--- config.mk ---
export PLATFORM = sky130hd
export DESIGN_NAME = vpdc_top
export DESIGN_NICKNAME = d
export VERILOG_FILES = /design/src/vpdc_pkg.sv /design/src/vpdc_fifo.sv /design/src/vpdc_gain_dec.sv /design/src/vpdc_top.sv
export SDC_FILE = /design/constraint.sdc
export NUM_CORES = 1
export LEC_CHECK = 0
export ABC_AREA = 1
export BUFFER_PORTS_ARGS = -buffer_cell sky130_fd_sc_hd__buf_4
export CAP_MARGIN = 20
export CORE_MARGIN = 2
export CORE_UTILIZATION = 50
export CTS_CLUSTER_DIAMETER = 50
export DETAILED_ROUTE_END_ITERATION = 6
export PLACE_DENSITY = 0.77
export SYNTH_ARGS = -nofsm -noshare
export SYNTH_HDL_FRONTEND = slang
export SYNTH_SLANG_ARGS = --single-unit
--- constraint.sdc ---
create_clock -name aclk -period 8 [get_ports aclk]
set_input_delay 0 -clock aclk [delete_from_list [all_inputs] [get_ports aclk]]
set_output_delay 0 -clock aclk [all_outputs]
set_load 0.02 [all_outputs]
--- src/vpdc_pkg.sv ---
package vpdc_pkg;

	// ------------------------------------------------------------
	// bus and register map
	// ------------------------------------------------------------
	localparam int VPDC_ADDR_W = 8;
	localparam int VPDC_DATA_W = 32;
	localparam logic [VPDC_ADDR_W-1:0] VPDC_OFS_VOLUME = 8'h00;
	localparam logic [VPDC_ADDR_W-1:0] VPDC_OFS_CONTROL = 8'h04;
	localparam logic [VPDC_ADDR_W-1:0] VPDC_OFS_SMP_LO = 8'h08;
	localparam logic [VPDC_ADDR_W-1:0] VPDC_OFS_SMP_HI = 8'h0C;
	localparam logic [VPDC_ADDR_W-1:0] VPDC_OFS_STATUS = 8'h10;
	localparam logic [1:0] VPDC_RESP_OKAY = 2'h0;
	localparam logic [1:0] VPDC_RESP_SLVERR = 2'h2;

	// ------------------------------------------------------------
	// field positions and reset values
	// ------------------------------------------------------------
	localparam int VPDC_VOL_UNMUTE_BIT = 7;
	localparam int VPDC_VOL_GAIN_W = 7;
	localparam int VPDC_CTL_AMP_BIT = 1;
	localparam int VPDC_CTL_DAC_BIT = 0;
	localparam int VPDC_CTL_W = 2;
	localparam logic [7:0] VPDC_VOLUME_RST = 8'h00;
	localparam logic [VPDC_CTL_W-1:0] VPDC_CONTROL_RST = 2'h0;
	localparam logic [7:0] VPDC_SMP_BYTE_RST = 8'h00;

	// status word: level in [3:0], flags above
	localparam int VPDC_ST_LEVEL_W = 4;
	localparam int VPDC_ST_EMPTY_BIT = 4;
	localparam int VPDC_ST_FULL_BIT = 5;
	localparam int VPDC_ST_DAC_BIT = 6;
	localparam int VPDC_ST_AMP_BIT = 7;
	localparam int VPDC_ST_SPK_BIT = 8;
	localparam int VPDC_ST_RSVD_BIT = 9;

	// ------------------------------------------------------------
	// sample path
	// ------------------------------------------------------------
	localparam int VPDC_SAMPLE_W = 16;
	localparam int VPDC_FIFO_DEPTH = 8;

	// ------------------------------------------------------------
	// gain code table, in half dB units
	// ------------------------------------------------------------
	localparam logic signed [7:0] VPDC_HALF_STEP_TOP = 8'sh0C;
	localparam logic signed [7:0] VPDC_HALF_STEP_BOT = -8'sh18;
	localparam logic signed [7:0] VPDC_FULL_STEP_TOP = -8'sh19;
	localparam logic signed [7:0] VPDC_FULL_STEP_BOT = -8'sh2C;
	localparam logic signed [7:0] VPDC_FULL_STEP_OFS = 8'sh0C;
	localparam logic signed [7:0] VPDC_GAIN_RSVD_HDB = -8'sh40;

	// ------------------------------------------------------------
	// carriers
	// ------------------------------------------------------------
	typedef struct packed {
		logic dac_en;
		logic amp_en;
		logic spk_drive;
	} vpdc_ctrl_t;

	typedef struct packed {
		logic [VPDC_VOL_GAIN_W-1:0] code;
		logic signed [7:0] half_db;
		logic reserved;
	} vpdc_gain_t;

endpackage : vpdc_pkg

--- src/vpdc_fifo.sv ---
`timescale 1ns/10ps
module vpdc_fifo #(
	parameter int WIDTH = 16,
	parameter int DEPTH = 8
) (
	// clock and reset
	input wire logic aclk,
	input wire logic aresetn,
	// fill side
	input wire logic [WIDTH-1:0] in_data,
	input wire logic in_valid,
	output logic in_ready,
	// drain side
	output logic [WIDTH-1:0] out_data,
	output logic out_valid,
	input wire logic out_ready,
	// fill level
	output logic [$clog2(DEPTH):0] level
);
	localparam int AW = $clog2(DEPTH);
	localparam logic [AW-1:0] LAST = AW'(DEPTH - 1);
	localparam logic [AW:0] FULL = (AW + 1)'(DEPTH);

	logic [WIDTH-1:0] mem [DEPTH];
	logic [AW-1:0] wr_ptr_r;
	logic [AW-1:0] rd_ptr_r;
	logic [AW:0] count_r;
	wire push = in_valid & in_ready;
	wire pop = out_valid & out_ready;
	wire [AW-1:0] wr_ptr_nxt = (wr_ptr_r == LAST) ? '0 : wr_ptr_r + 1'b1;
	wire [AW-1:0] rd_ptr_nxt = (rd_ptr_r == LAST) ? '0 : rd_ptr_r + 1'b1;

	assign in_ready = (count_r != FULL);
	assign out_valid = (count_r != '0);
	assign out_data = mem[rd_ptr_r];
	assign level = count_r;

	always_ff @(posedge aclk) begin
		if (push)
			mem[wr_ptr_r] <= in_data;
	end

	always_ff @(posedge aclk) begin
		if (!aresetn) begin
			wr_ptr_r <= '0;
			rd_ptr_r <= '0;
			count_r <= '0;
		end else begin
			if (push)
				wr_ptr_r <= wr_ptr_nxt;
			if (pop)
				rd_ptr_r <= rd_ptr_nxt;
			if (push != pop)
				count_r <= push ? count_r + 1'b1 : count_r - 1'b1;
		end
	end

endmodule : vpdc_fifo

--- src/vpdc_gain_dec.sv ---
`timescale 1ns/10ps
module vpdc_gain_dec (
	// code from the volume register
	input wire logic [vpdc_pkg::VPDC_VOL_GAIN_W-1:0] code,
	// decoded gain
	output vpdc_pkg::vpdc_gain_t gain
);
	import vpdc_pkg::*;

	// code is read as a signed step count, which makes the wrap seamless
	wire signed [7:0] sc = {code[VPDC_VOL_GAIN_W-1], code};
	wire in_half = (sc <= VPDC_HALF_STEP_TOP) && (sc >= VPDC_HALF_STEP_BOT);
	wire in_full = (sc <= VPDC_FULL_STEP_TOP) && (sc >= VPDC_FULL_STEP_BOT);
	wire signed [7:0] full_hdb = 8'((sc + VPDC_FULL_STEP_OFS) <<< 1);

	// ------------------------------------------------------------
	// table lookup
	// ------------------------------------------------------------
	assign gain.code = code;
	assign gain.half_db = in_half ? sc : (in_full ? full_hdb : VPDC_GAIN_RSVD_HDB);
	// reserved codes fall to the quietest step rather than anything loud
	assign gain.reserved = !(in_half || in_full);

endmodule : vpdc_gain_dec

--- src/vpdc_top.sv ---
// Implementation choices: the placing of the registers and the AXI4-Lite register port.
`timescale 1ns/10ps
module vpdc_top (
	// clock and reset
	input wire logic aclk,
	input wire logic aresetn,
	// axi4-lite write address
	input wire logic [vpdc_pkg::VPDC_ADDR_W-1:0] s_axi_awaddr,
	input wire logic [2:0] s_axi_awprot,
	input wire logic s_axi_awvalid,
	output logic s_axi_awready,
	// axi4-lite write data
	input wire logic [vpdc_pkg::VPDC_DATA_W-1:0] s_axi_wdata,
	input wire logic [3:0] s_axi_wstrb,
	input wire logic s_axi_wvalid,
	output logic s_axi_wready,
	// axi4-lite write response
	output logic [1:0] s_axi_bresp,
	output logic s_axi_bvalid,
	input wire logic s_axi_bready,
	// axi4-lite read address
	input wire logic [vpdc_pkg::VPDC_ADDR_W-1:0] s_axi_araddr,
	input wire logic [2:0] s_axi_arprot,
	input wire logic s_axi_arvalid,
	output logic s_axi_arready,
	// axi4-lite read data
	output logic [vpdc_pkg::VPDC_DATA_W-1:0] s_axi_rdata,
	output logic [1:0] s_axi_rresp,
	output logic s_axi_rvalid,
	input wire logic s_axi_rready,
	// power management
	input wire logic pwr_down,
	// analogue controls
	output vpdc_pkg::vpdc_ctrl_t ana_ctrl,
	output vpdc_pkg::vpdc_gain_t ana_gain,
	// sample stream to the converter
	output logic [vpdc_pkg::VPDC_SAMPLE_W-1:0] dac_sample,
	output logic dac_sample_valid,
	input wire logic dac_sample_ready
);
	import vpdc_pkg::*;

	localparam int LVL_W = $clog2(VPDC_FIFO_DEPTH) + 1;

	// ------------------------------------------------------------
	// register state
	// ------------------------------------------------------------
	logic [7:0] volume_r;
	logic [VPDC_CTL_W-1:0] control_r;
	logic [7:0] smp_lo_r;
	logic [7:0] smp_hi_r;
	vpdc_ctrl_t ctrl_r;
	vpdc_gain_t gain_r;

	// ------------------------------------------------------------
	// write channel capture
	// ------------------------------------------------------------
	logic aw_full_r;
	logic w_full_r;
	logic [VPDC_ADDR_W-1:0] aw_addr_r;
	logic [VPDC_DATA_W-1:0] w_data_r;
	logic [3:0] w_strb_r;
	logic bvalid_r;
	logic [1:0] bresp_r;

	// address and data may come in either order; each is parked
	// until both are present and the response has been taken
	wire aw_take = s_axi_awvalid & s_axi_awready;
	wire w_take = s_axi_wvalid & s_axi_wready;
	assign s_axi_awready = !aw_full_r && !bvalid_r;
	assign s_axi_wready = !w_full_r && !bvalid_r;
	assign s_axi_bvalid = bvalid_r;
	assign s_axi_bresp = bresp_r;

	// ------------------------------------------------------------
	// write decode
	// ------------------------------------------------------------
	wire [VPDC_ADDR_W-1:0] wr_word = {aw_addr_r[VPDC_ADDR_W-1:2], 2'b00};
	wire wr_sel_vol = (wr_word == VPDC_OFS_VOLUME);
	wire wr_sel_ctl = (wr_word == VPDC_OFS_CONTROL);
	wire wr_sel_lo = (wr_word == VPDC_OFS_SMP_LO);
	wire wr_sel_hi = (wr_word == VPDC_OFS_SMP_HI);
	wire wr_sel_st = (wr_word == VPDC_OFS_STATUS);
	wire wr_mapped = wr_sel_vol | wr_sel_ctl | wr_sel_lo | wr_sel_hi | wr_sel_st;
	wire wr_lane0 = w_strb_r[0];

	// fifo back-pressure holds a high byte write until there is room
	logic fifo_in_ready;
	wire wr_ready_all = aw_full_r && w_full_r && !bvalid_r;
	wire wr_stall = wr_sel_hi && wr_lane0 && !fifo_in_ready;
	wire wr_do = wr_ready_all && !wr_stall;
	wire wr_vol = wr_do && wr_sel_vol && wr_lane0;
	wire wr_ctl = wr_do && wr_sel_ctl && wr_lane0;
	wire wr_lo = wr_do && wr_sel_lo && wr_lane0;
	wire wr_hi = wr_do && wr_sel_hi && wr_lane0;

	// ------------------------------------------------------------
	// write channel sequencing
	// ------------------------------------------------------------
	always_ff @(posedge aclk) begin
		if (!aresetn) begin
			aw_full_r <= 1'b0;
			aw_addr_r <= '0;
		end else if (aw_take) begin
			aw_full_r <= 1'b1;
			aw_addr_r <= s_axi_awaddr;
		end else if (wr_do) begin
			aw_full_r <= 1'b0;
		end
	end

	always_ff @(posedge aclk) begin
		if (!aresetn) begin
			w_full_r <= 1'b0;
			w_data_r <= '0;
			w_strb_r <= '0;
		end else if (w_take) begin
			w_full_r <= 1'b1;
			w_data_r <= s_axi_wdata;
			w_strb_r <= s_axi_wstrb;
		end else if (wr_do) begin
			w_full_r <= 1'b0;
		end
	end

	always_ff @(posedge aclk) begin
		if (!aresetn) begin
			bvalid_r <= 1'b0;
			bresp_r <= VPDC_RESP_OKAY;
		end else if (wr_do) begin
			bvalid_r <= 1'b1;
			bresp_r <= wr_mapped ? VPDC_RESP_OKAY : VPDC_RESP_SLVERR;
		end else if (s_axi_bready) begin
			bvalid_r <= 1'b0;
		end
	end

	// ------------------------------------------------------------
	// software registers
	// ------------------------------------------------------------
	always_ff @(posedge aclk) begin
		if (!aresetn) begin
			volume_r <= VPDC_VOLUME_RST;
			control_r <= VPDC_CONTROL_RST;
			smp_lo_r <= VPDC_SMP_BYTE_RST;
			smp_hi_r <= VPDC_SMP_BYTE_RST;
		end else begin
			if (wr_vol)
				volume_r <= w_data_r[7:0];
			if (wr_ctl)
				control_r <= w_data_r[VPDC_CTL_W-1:0];
			if (wr_lo)
				smp_lo_r <= w_data_r[7:0];
			if (wr_hi)
				smp_hi_r <= w_data_r[7:0];
		end
	end

	// ------------------------------------------------------------
	// sample commit
	// ------------------------------------------------------------
	// the whole word enters the fifo on the high byte write, so a
	// lone low byte write never shows up at the converter
	wire [VPDC_SAMPLE_W-1:0] commit_word = {w_data_r[7:0], smp_lo_r};
	wire commit_valid = wr_ready_all && wr_sel_hi && wr_lane0;
	logic fifo_out_valid;
	logic fifo_out_ready;
	logic [VPDC_SAMPLE_W-1:0] fifo_out_data;
	logic [LVL_W-1:0] fifo_level;

	vpdc_fifo #(
		.WIDTH(VPDC_SAMPLE_W),
		.DEPTH(VPDC_FIFO_DEPTH)
	) u_fifo (
		.aclk(aclk),
		.aresetn(aresetn),
		.in_data(commit_word),
		.in_valid(commit_valid),
		.in_ready(fifo_in_ready),
		.out_data(fifo_out_data),
		.out_valid(fifo_out_valid),
		.out_ready(fifo_out_ready),
		.level(fifo_level)
	);

	// ------------------------------------------------------------
	// enables and gain
	// ------------------------------------------------------------
	wire unmute = volume_r[VPDC_VOL_UNMUTE_BIT];
	// power-down and mute outrank every enable bit
	wire run_ok = unmute && !pwr_down;
	wire dac_eff = control_r[VPDC_CTL_DAC_BIT] && run_ok;
	wire amp_eff = control_r[VPDC_CTL_AMP_BIT] && run_ok;
	wire spk_eff = dac_eff && amp_eff;
	vpdc_gain_t gain_dec;

	vpdc_gain_dec u_gain (
		.code(volume_r[VPDC_VOL_GAIN_W-1:0]),
		.gain(gain_dec)
	);

	// registered so decode glitches never reach the analogue side
	always_ff @(posedge aclk) begin
		if (!aresetn) begin
			ctrl_r <= '0;
			gain_r <= '0;
		end else begin
			ctrl_r.dac_en <= dac_eff;
			ctrl_r.amp_en <= amp_eff;
			ctrl_r.spk_drive <= spk_eff;
			gain_r <= gain_dec;
		end
	end

	assign ana_ctrl = ctrl_r;
	assign ana_gain = gain_r;

	// ------------------------------------------------------------
	// sample stream out
	// ------------------------------------------------------------
	// a disabled converter drains nothing, so samples queue up
	assign dac_sample = fifo_out_data;
	assign dac_sample_valid = fifo_out_valid && ctrl_r.dac_en;
	assign fifo_out_ready = dac_sample_ready && ctrl_r.dac_en;

	// ------------------------------------------------------------
	// read channel
	// ------------------------------------------------------------
	logic rvalid_r;
	logic [VPDC_DATA_W-1:0] rdata_r;
	logic [1:0] rresp_r;
	wire ar_take = s_axi_arvalid & s_axi_arready;
	// low address bits are ignored, as on the write side
	wire [VPDC_ADDR_W-1:0] rd_word = {s_axi_araddr[VPDC_ADDR_W-1:2], 2'b00};
	wire rd_sel_vol = (rd_word == VPDC_OFS_VOLUME);
	wire rd_sel_ctl = (rd_word == VPDC_OFS_CONTROL);
	wire rd_sel_lo = (rd_word == VPDC_OFS_SMP_LO);
	wire rd_sel_hi = (rd_word == VPDC_OFS_SMP_HI);
	wire rd_sel_st = (rd_word == VPDC_OFS_STATUS);
	wire rd_mapped = rd_sel_vol | rd_sel_ctl | rd_sel_lo | rd_sel_hi | rd_sel_st;
	wire [VPDC_DATA_W-1:0] rd_vol = {24'h000000, volume_r};
	wire [VPDC_DATA_W-1:0] rd_ctl = {30'h0, control_r};
	wire [VPDC_DATA_W-1:0] rd_lo = {24'h000000, smp_lo_r};
	wire [VPDC_DATA_W-1:0] rd_hi = {24'h000000, smp_hi_r};

	// ------------------------------------------------------------
	// status word
	// ------------------------------------------------------------
	// a live view: reading it clears nothing, so polling is harmless
	wire [VPDC_DATA_W-1:0] rd_st;
	assign rd_st[VPDC_DATA_W-1:VPDC_ST_RSVD_BIT+1] = '0;
	assign rd_st[VPDC_ST_RSVD_BIT] = gain_r.reserved;
	assign rd_st[VPDC_ST_SPK_BIT] = ctrl_r.spk_drive;
	assign rd_st[VPDC_ST_AMP_BIT] = ctrl_r.amp_en;
	assign rd_st[VPDC_ST_DAC_BIT] = ctrl_r.dac_en;
	assign rd_st[VPDC_ST_FULL_BIT] = !fifo_in_ready;
	assign rd_st[VPDC_ST_EMPTY_BIT] = !fifo_out_valid;
	assign rd_st[VPDC_ST_LEVEL_W-1:0] = fifo_level;

	// ------------------------------------------------------------
	// read data select
	// ------------------------------------------------------------
	wire [VPDC_DATA_W-1:0] rd_mux =
		({VPDC_DATA_W{rd_sel_vol}} & rd_vol) |
		({VPDC_DATA_W{rd_sel_ctl}} & rd_ctl) |
		({VPDC_DATA_W{rd_sel_lo}} & rd_lo) |
		({VPDC_DATA_W{rd_sel_hi}} & rd_hi) |
		({VPDC_DATA_W{rd_sel_st}} & rd_st);

	// ------------------------------------------------------------
	// read response
	// ------------------------------------------------------------
	assign s_axi_arready = !rvalid_r;
	assign s_axi_rvalid = rvalid_r;
	assign s_axi_rdata = rdata_r;
	assign s_axi_rresp = rresp_r;

	always_ff @(posedge aclk) begin
		if (!aresetn) begin
			rvalid_r <= 1'b0;
			rdata_r <= '0;
			rresp_r <= VPDC_RESP_OKAY;
		end else if (ar_take) begin
			rvalid_r <= 1'b1;
			rdata_r <= rd_mux;
			rresp_r <= rd_mapped ? VPDC_RESP_OKAY : VPDC_RESP_SLVERR;
		end else if (s_axi_rready) begin
			rvalid_r <= 1'b0;
		end
	end

endmodule : vpdc_top

==> results.cfg <==
[outcome]
status = finished, final reports clean

[critical_path]
criticalPathCategory = in -> reg
end_kind = flop
cp-start-kind = input port
arrival_ns = 3.17
r2r_cells = 7
crit_required_ns = 8.44
critical_path.max_fanout = 9

[route]
route.detailed.drc = 0
drt_wl_total_um = 20300
dr.pass1.iters = 5
antenna_left = 0
vias_per_cell = 5.36
drt_iter0_drc = 550
vias = 6791
wl_per_cell_um = 16.0

[floorplanning]
die_w_um = 140
core_um2 = 18000
rows = 49
start_util = 0.511
die-area_um2 = 19500
ios = 144
die_h_um = 140

[yosys]
syn_area_per_cell_um2 = 9.96
synth-simple-area-share = 0.178
synthArstFlopShare = 0
synth_edf_count = 128
yosysMostFrequentCell = nor2_1
yosys-top-cells-count = nor2_1, nand2_1, edfxtp_1
synth.top_cell.area_share = 0.418
synth_xor_area_frac = 0.00191
synth_seq_cells = 217
synth.area.mux_share = 0
synthAdderAreaFrac = 0.0158
ys_seq_area_frac = 0.612
synth_top_family_by_area = simple AND/OR/NAND/NOR gates
syn-instance-count = 922
syn_area_um2 = 9190
synth_top_area_cell = edfxtp_1
synthFlopType = edfxtp_1
yosysWarnings = 0
synth_compound_area_frac = 0.121
yosys.cell_types.count = 43
synth_area_leaders = edfxtp_1, dfxtp_1, nor2_1

[cells_and_area]
fillers = 1423
syn_to_final_growth_pct = 19.3
design_area_um2 = 11000
area.sequential_um2 = 5630
num_antenna_cells = 0
nets = 1098
multi_input_area_um2 = 3090
final_cells = 1267
drive_gt1_frac = 0.165

[global_routing]
grt_max_degree = 74
antenna_found_initial = 0
grt_pass1_vias = 6606
gr-usage-all-layers = 0.208
grt_pass1_wl_um = 32900
overflow = 0

[timing]
max-slew-margin-rel = 0.303
fin_crit_sh = 0.341
fin_skew_ns = 0.0181
min_period_ns = 2.73
finalSetupViolCount = 0
setup_tns_ns = 0
maxSlewViolCount = 0
finalHoldViolCount = 0
rsz0062_at_grt = false
worst_pin_slew_ns = 1.04
fmax_ghz = 0.366

[power_and_ir_drop]
leakage_uw = 0.00447
powerDensity_nw_per_um2 = 218
pwr-share-clk = 0.431
p_switching_uw = 542
pwr-share-comb = 0.058
p_int_uw = 1850
sw_frac_of_total = 0.227
seqPwrFrac = 0.511
peakVddDrop_uv = 154

[cts]
cts.sinks = 217
htree_levels = 1
cts_tree = built
path_clk_slew_ns = 0.06
cts_buffers = 24
ctsResizeCount = 0
root_buffer = clkbuf_16
cts_buffer_depth = 3
clk_latency_ns = 0.52

[worst_hold_path]
hold_depth = 3
hold_path_class = in -> reg

[run]
maxCapViolations = 0

[placed_design]
io_buffers = 82
dp_cells = 1191
place.gp.congestion = 0.867
dpl.hpwl_um = 12100
placed_cell_area_um2 = 9870
[cells by family after synthesis]
| group | Yosys count |
|---|---|
| adders and majority gates | 11 |
| xor gates and xnor gates | 2 |
| buffers and inverters | 128 |
| AOI/OAI and AO/OA | 180 |
| other | 1 |
| and+or+nand+nor | 383 |
| DFF | 217 |
[cells in the final DEF (no fill, tap or decap), drive strengths merged]
master / count
o211a: 1
nor4: 2
a21o: 1
o21a: 1
dlygate4sd3: 30
buf: 86
inv: 60
and2: 2
bufinv: 1
dfxtp: 89
o32ai: 32
conb: 24
xor2: 1
clkinvlp: 1
clkinv: 14
xnor2: 1
nand3: 56
a21oi: 62
nand4: 2
nor3: 10
o21ai: 80
and3: 1
fa: 1
ha: 10
a31oi: 1
nand2: 144
a211oi: 2
nand3b: 1
nor2: 165
edfxtp: 128
clkbuf: 29
[worst paths after layout]
check	start	to	slack, ns
hold / removal	aresetn	s_axi_bvalid	0.03
hold reg to reg	ana_ctrl[0]	s_axi_rdata[8]	0.47
setup / recovery	s_axi_araddr[6]	s_axi_rdata[1]	5.27
setup reg to reg	s_axi_bvalid	u_fifo.mem[1][0]	5.45
[flip-flops by register name, indices dropped and copies added (netlist names), 2 cells and up, named ones only]
| signal | cells |
|---|---|
| smp_lo_r | 8 |
| control_r | 2 |
| w_data_r | 8 |
| ana_gain | 16 |
| ana_ctrl | 3 |
| u_fifo.level | 4 |
| smp_hi_r | 8 |
| aw_addr_r | 6 |
| u_fifo.rd_ptr_r | 3 |
| volume_r | 8 |
| u_fifo.mem | 128 |
| u_fifo.wr_ptr_r | 3 |
| s_axi_rdata | 10 |
[stage by stage]
| stage | hold WS (ns) | power [µW] | worst slack, ns | utilization |
|---|---|---|---|---|
| 3_5_place_dp | 0.271 | 1370 | 5.44 | 0.550 |
| 4_1_cts | 0.00890 | 2400 | 5.15 | 0.608 |
| 5_1_grt | 0.0392 | 2470 | 5.09 | 0.610 |
| 3_3_place_gp | 0.261 | 1360 | 5.51 | 0.550 |
| 2_1_floorplan | 0.161 | 1330 | 5.38 | - |
| 6_report | 0.0292 | 2390 | 5.27 | 0.610 |
[layout make-up]
type,instances,share of cell area
clock inverter,15,0.0108
timing repair buffer,116,0.0886
clock buffer,29,0.0574
multi-input combinational,600,0.282
sequential,217,0.513
inverter,61,0.0213
tap,229,0.0261
[power by group through the flow]
| stage | logic (µW) | registers [µW] | clock network (µW) |
|---|---|---|---|
| floorplan | 87.7 | 1240 | 0 |
| global placement | 120 | 1240 | 0 |
| detailed placement | 122 | 1240 | 0 |
| CTS | 135 | 1220 | 1040 |
| global route | 150 | 1220 | 1090 |
| finish | 138 | 1220 | 1030 |
[per-layer routing]
| layer | share of wire | track usage | up-vias |
|---|---|---|---|
| li1 | - | - | 3314 |
| met1 | 0.41 | 0.267 | 3185 |
| met2 | 0.49 | 0.354 | 253 |
| met3 | 0.075 | 0.0385 | 39 |
| met4 | 0.025 | 0.0732 | 0 |
| met5 | 0 | 0 | - |
[worst max-delay path, stage by stage]
cell and delay, ns:
dlygate4sd3_1 0.53, buf_4 0.13, nor2_1 0.14, dlygate4sd3_1 0.57, nand3_1 0.11, clkinv_1 0.20, nand3_1 0.09, dlygate4sd3_1 0.58
nor2_1 0.09, nor2_1 0.04, dlygate4sd3_1 0.56, a21oi_1 0.14
[what timing repair did]
action                                 CTS  global route
endpoints found under the hold margin   27             0
setup buffers                            0             0
hold buffers                            30             0
Power figures use the tool's default switching activity.
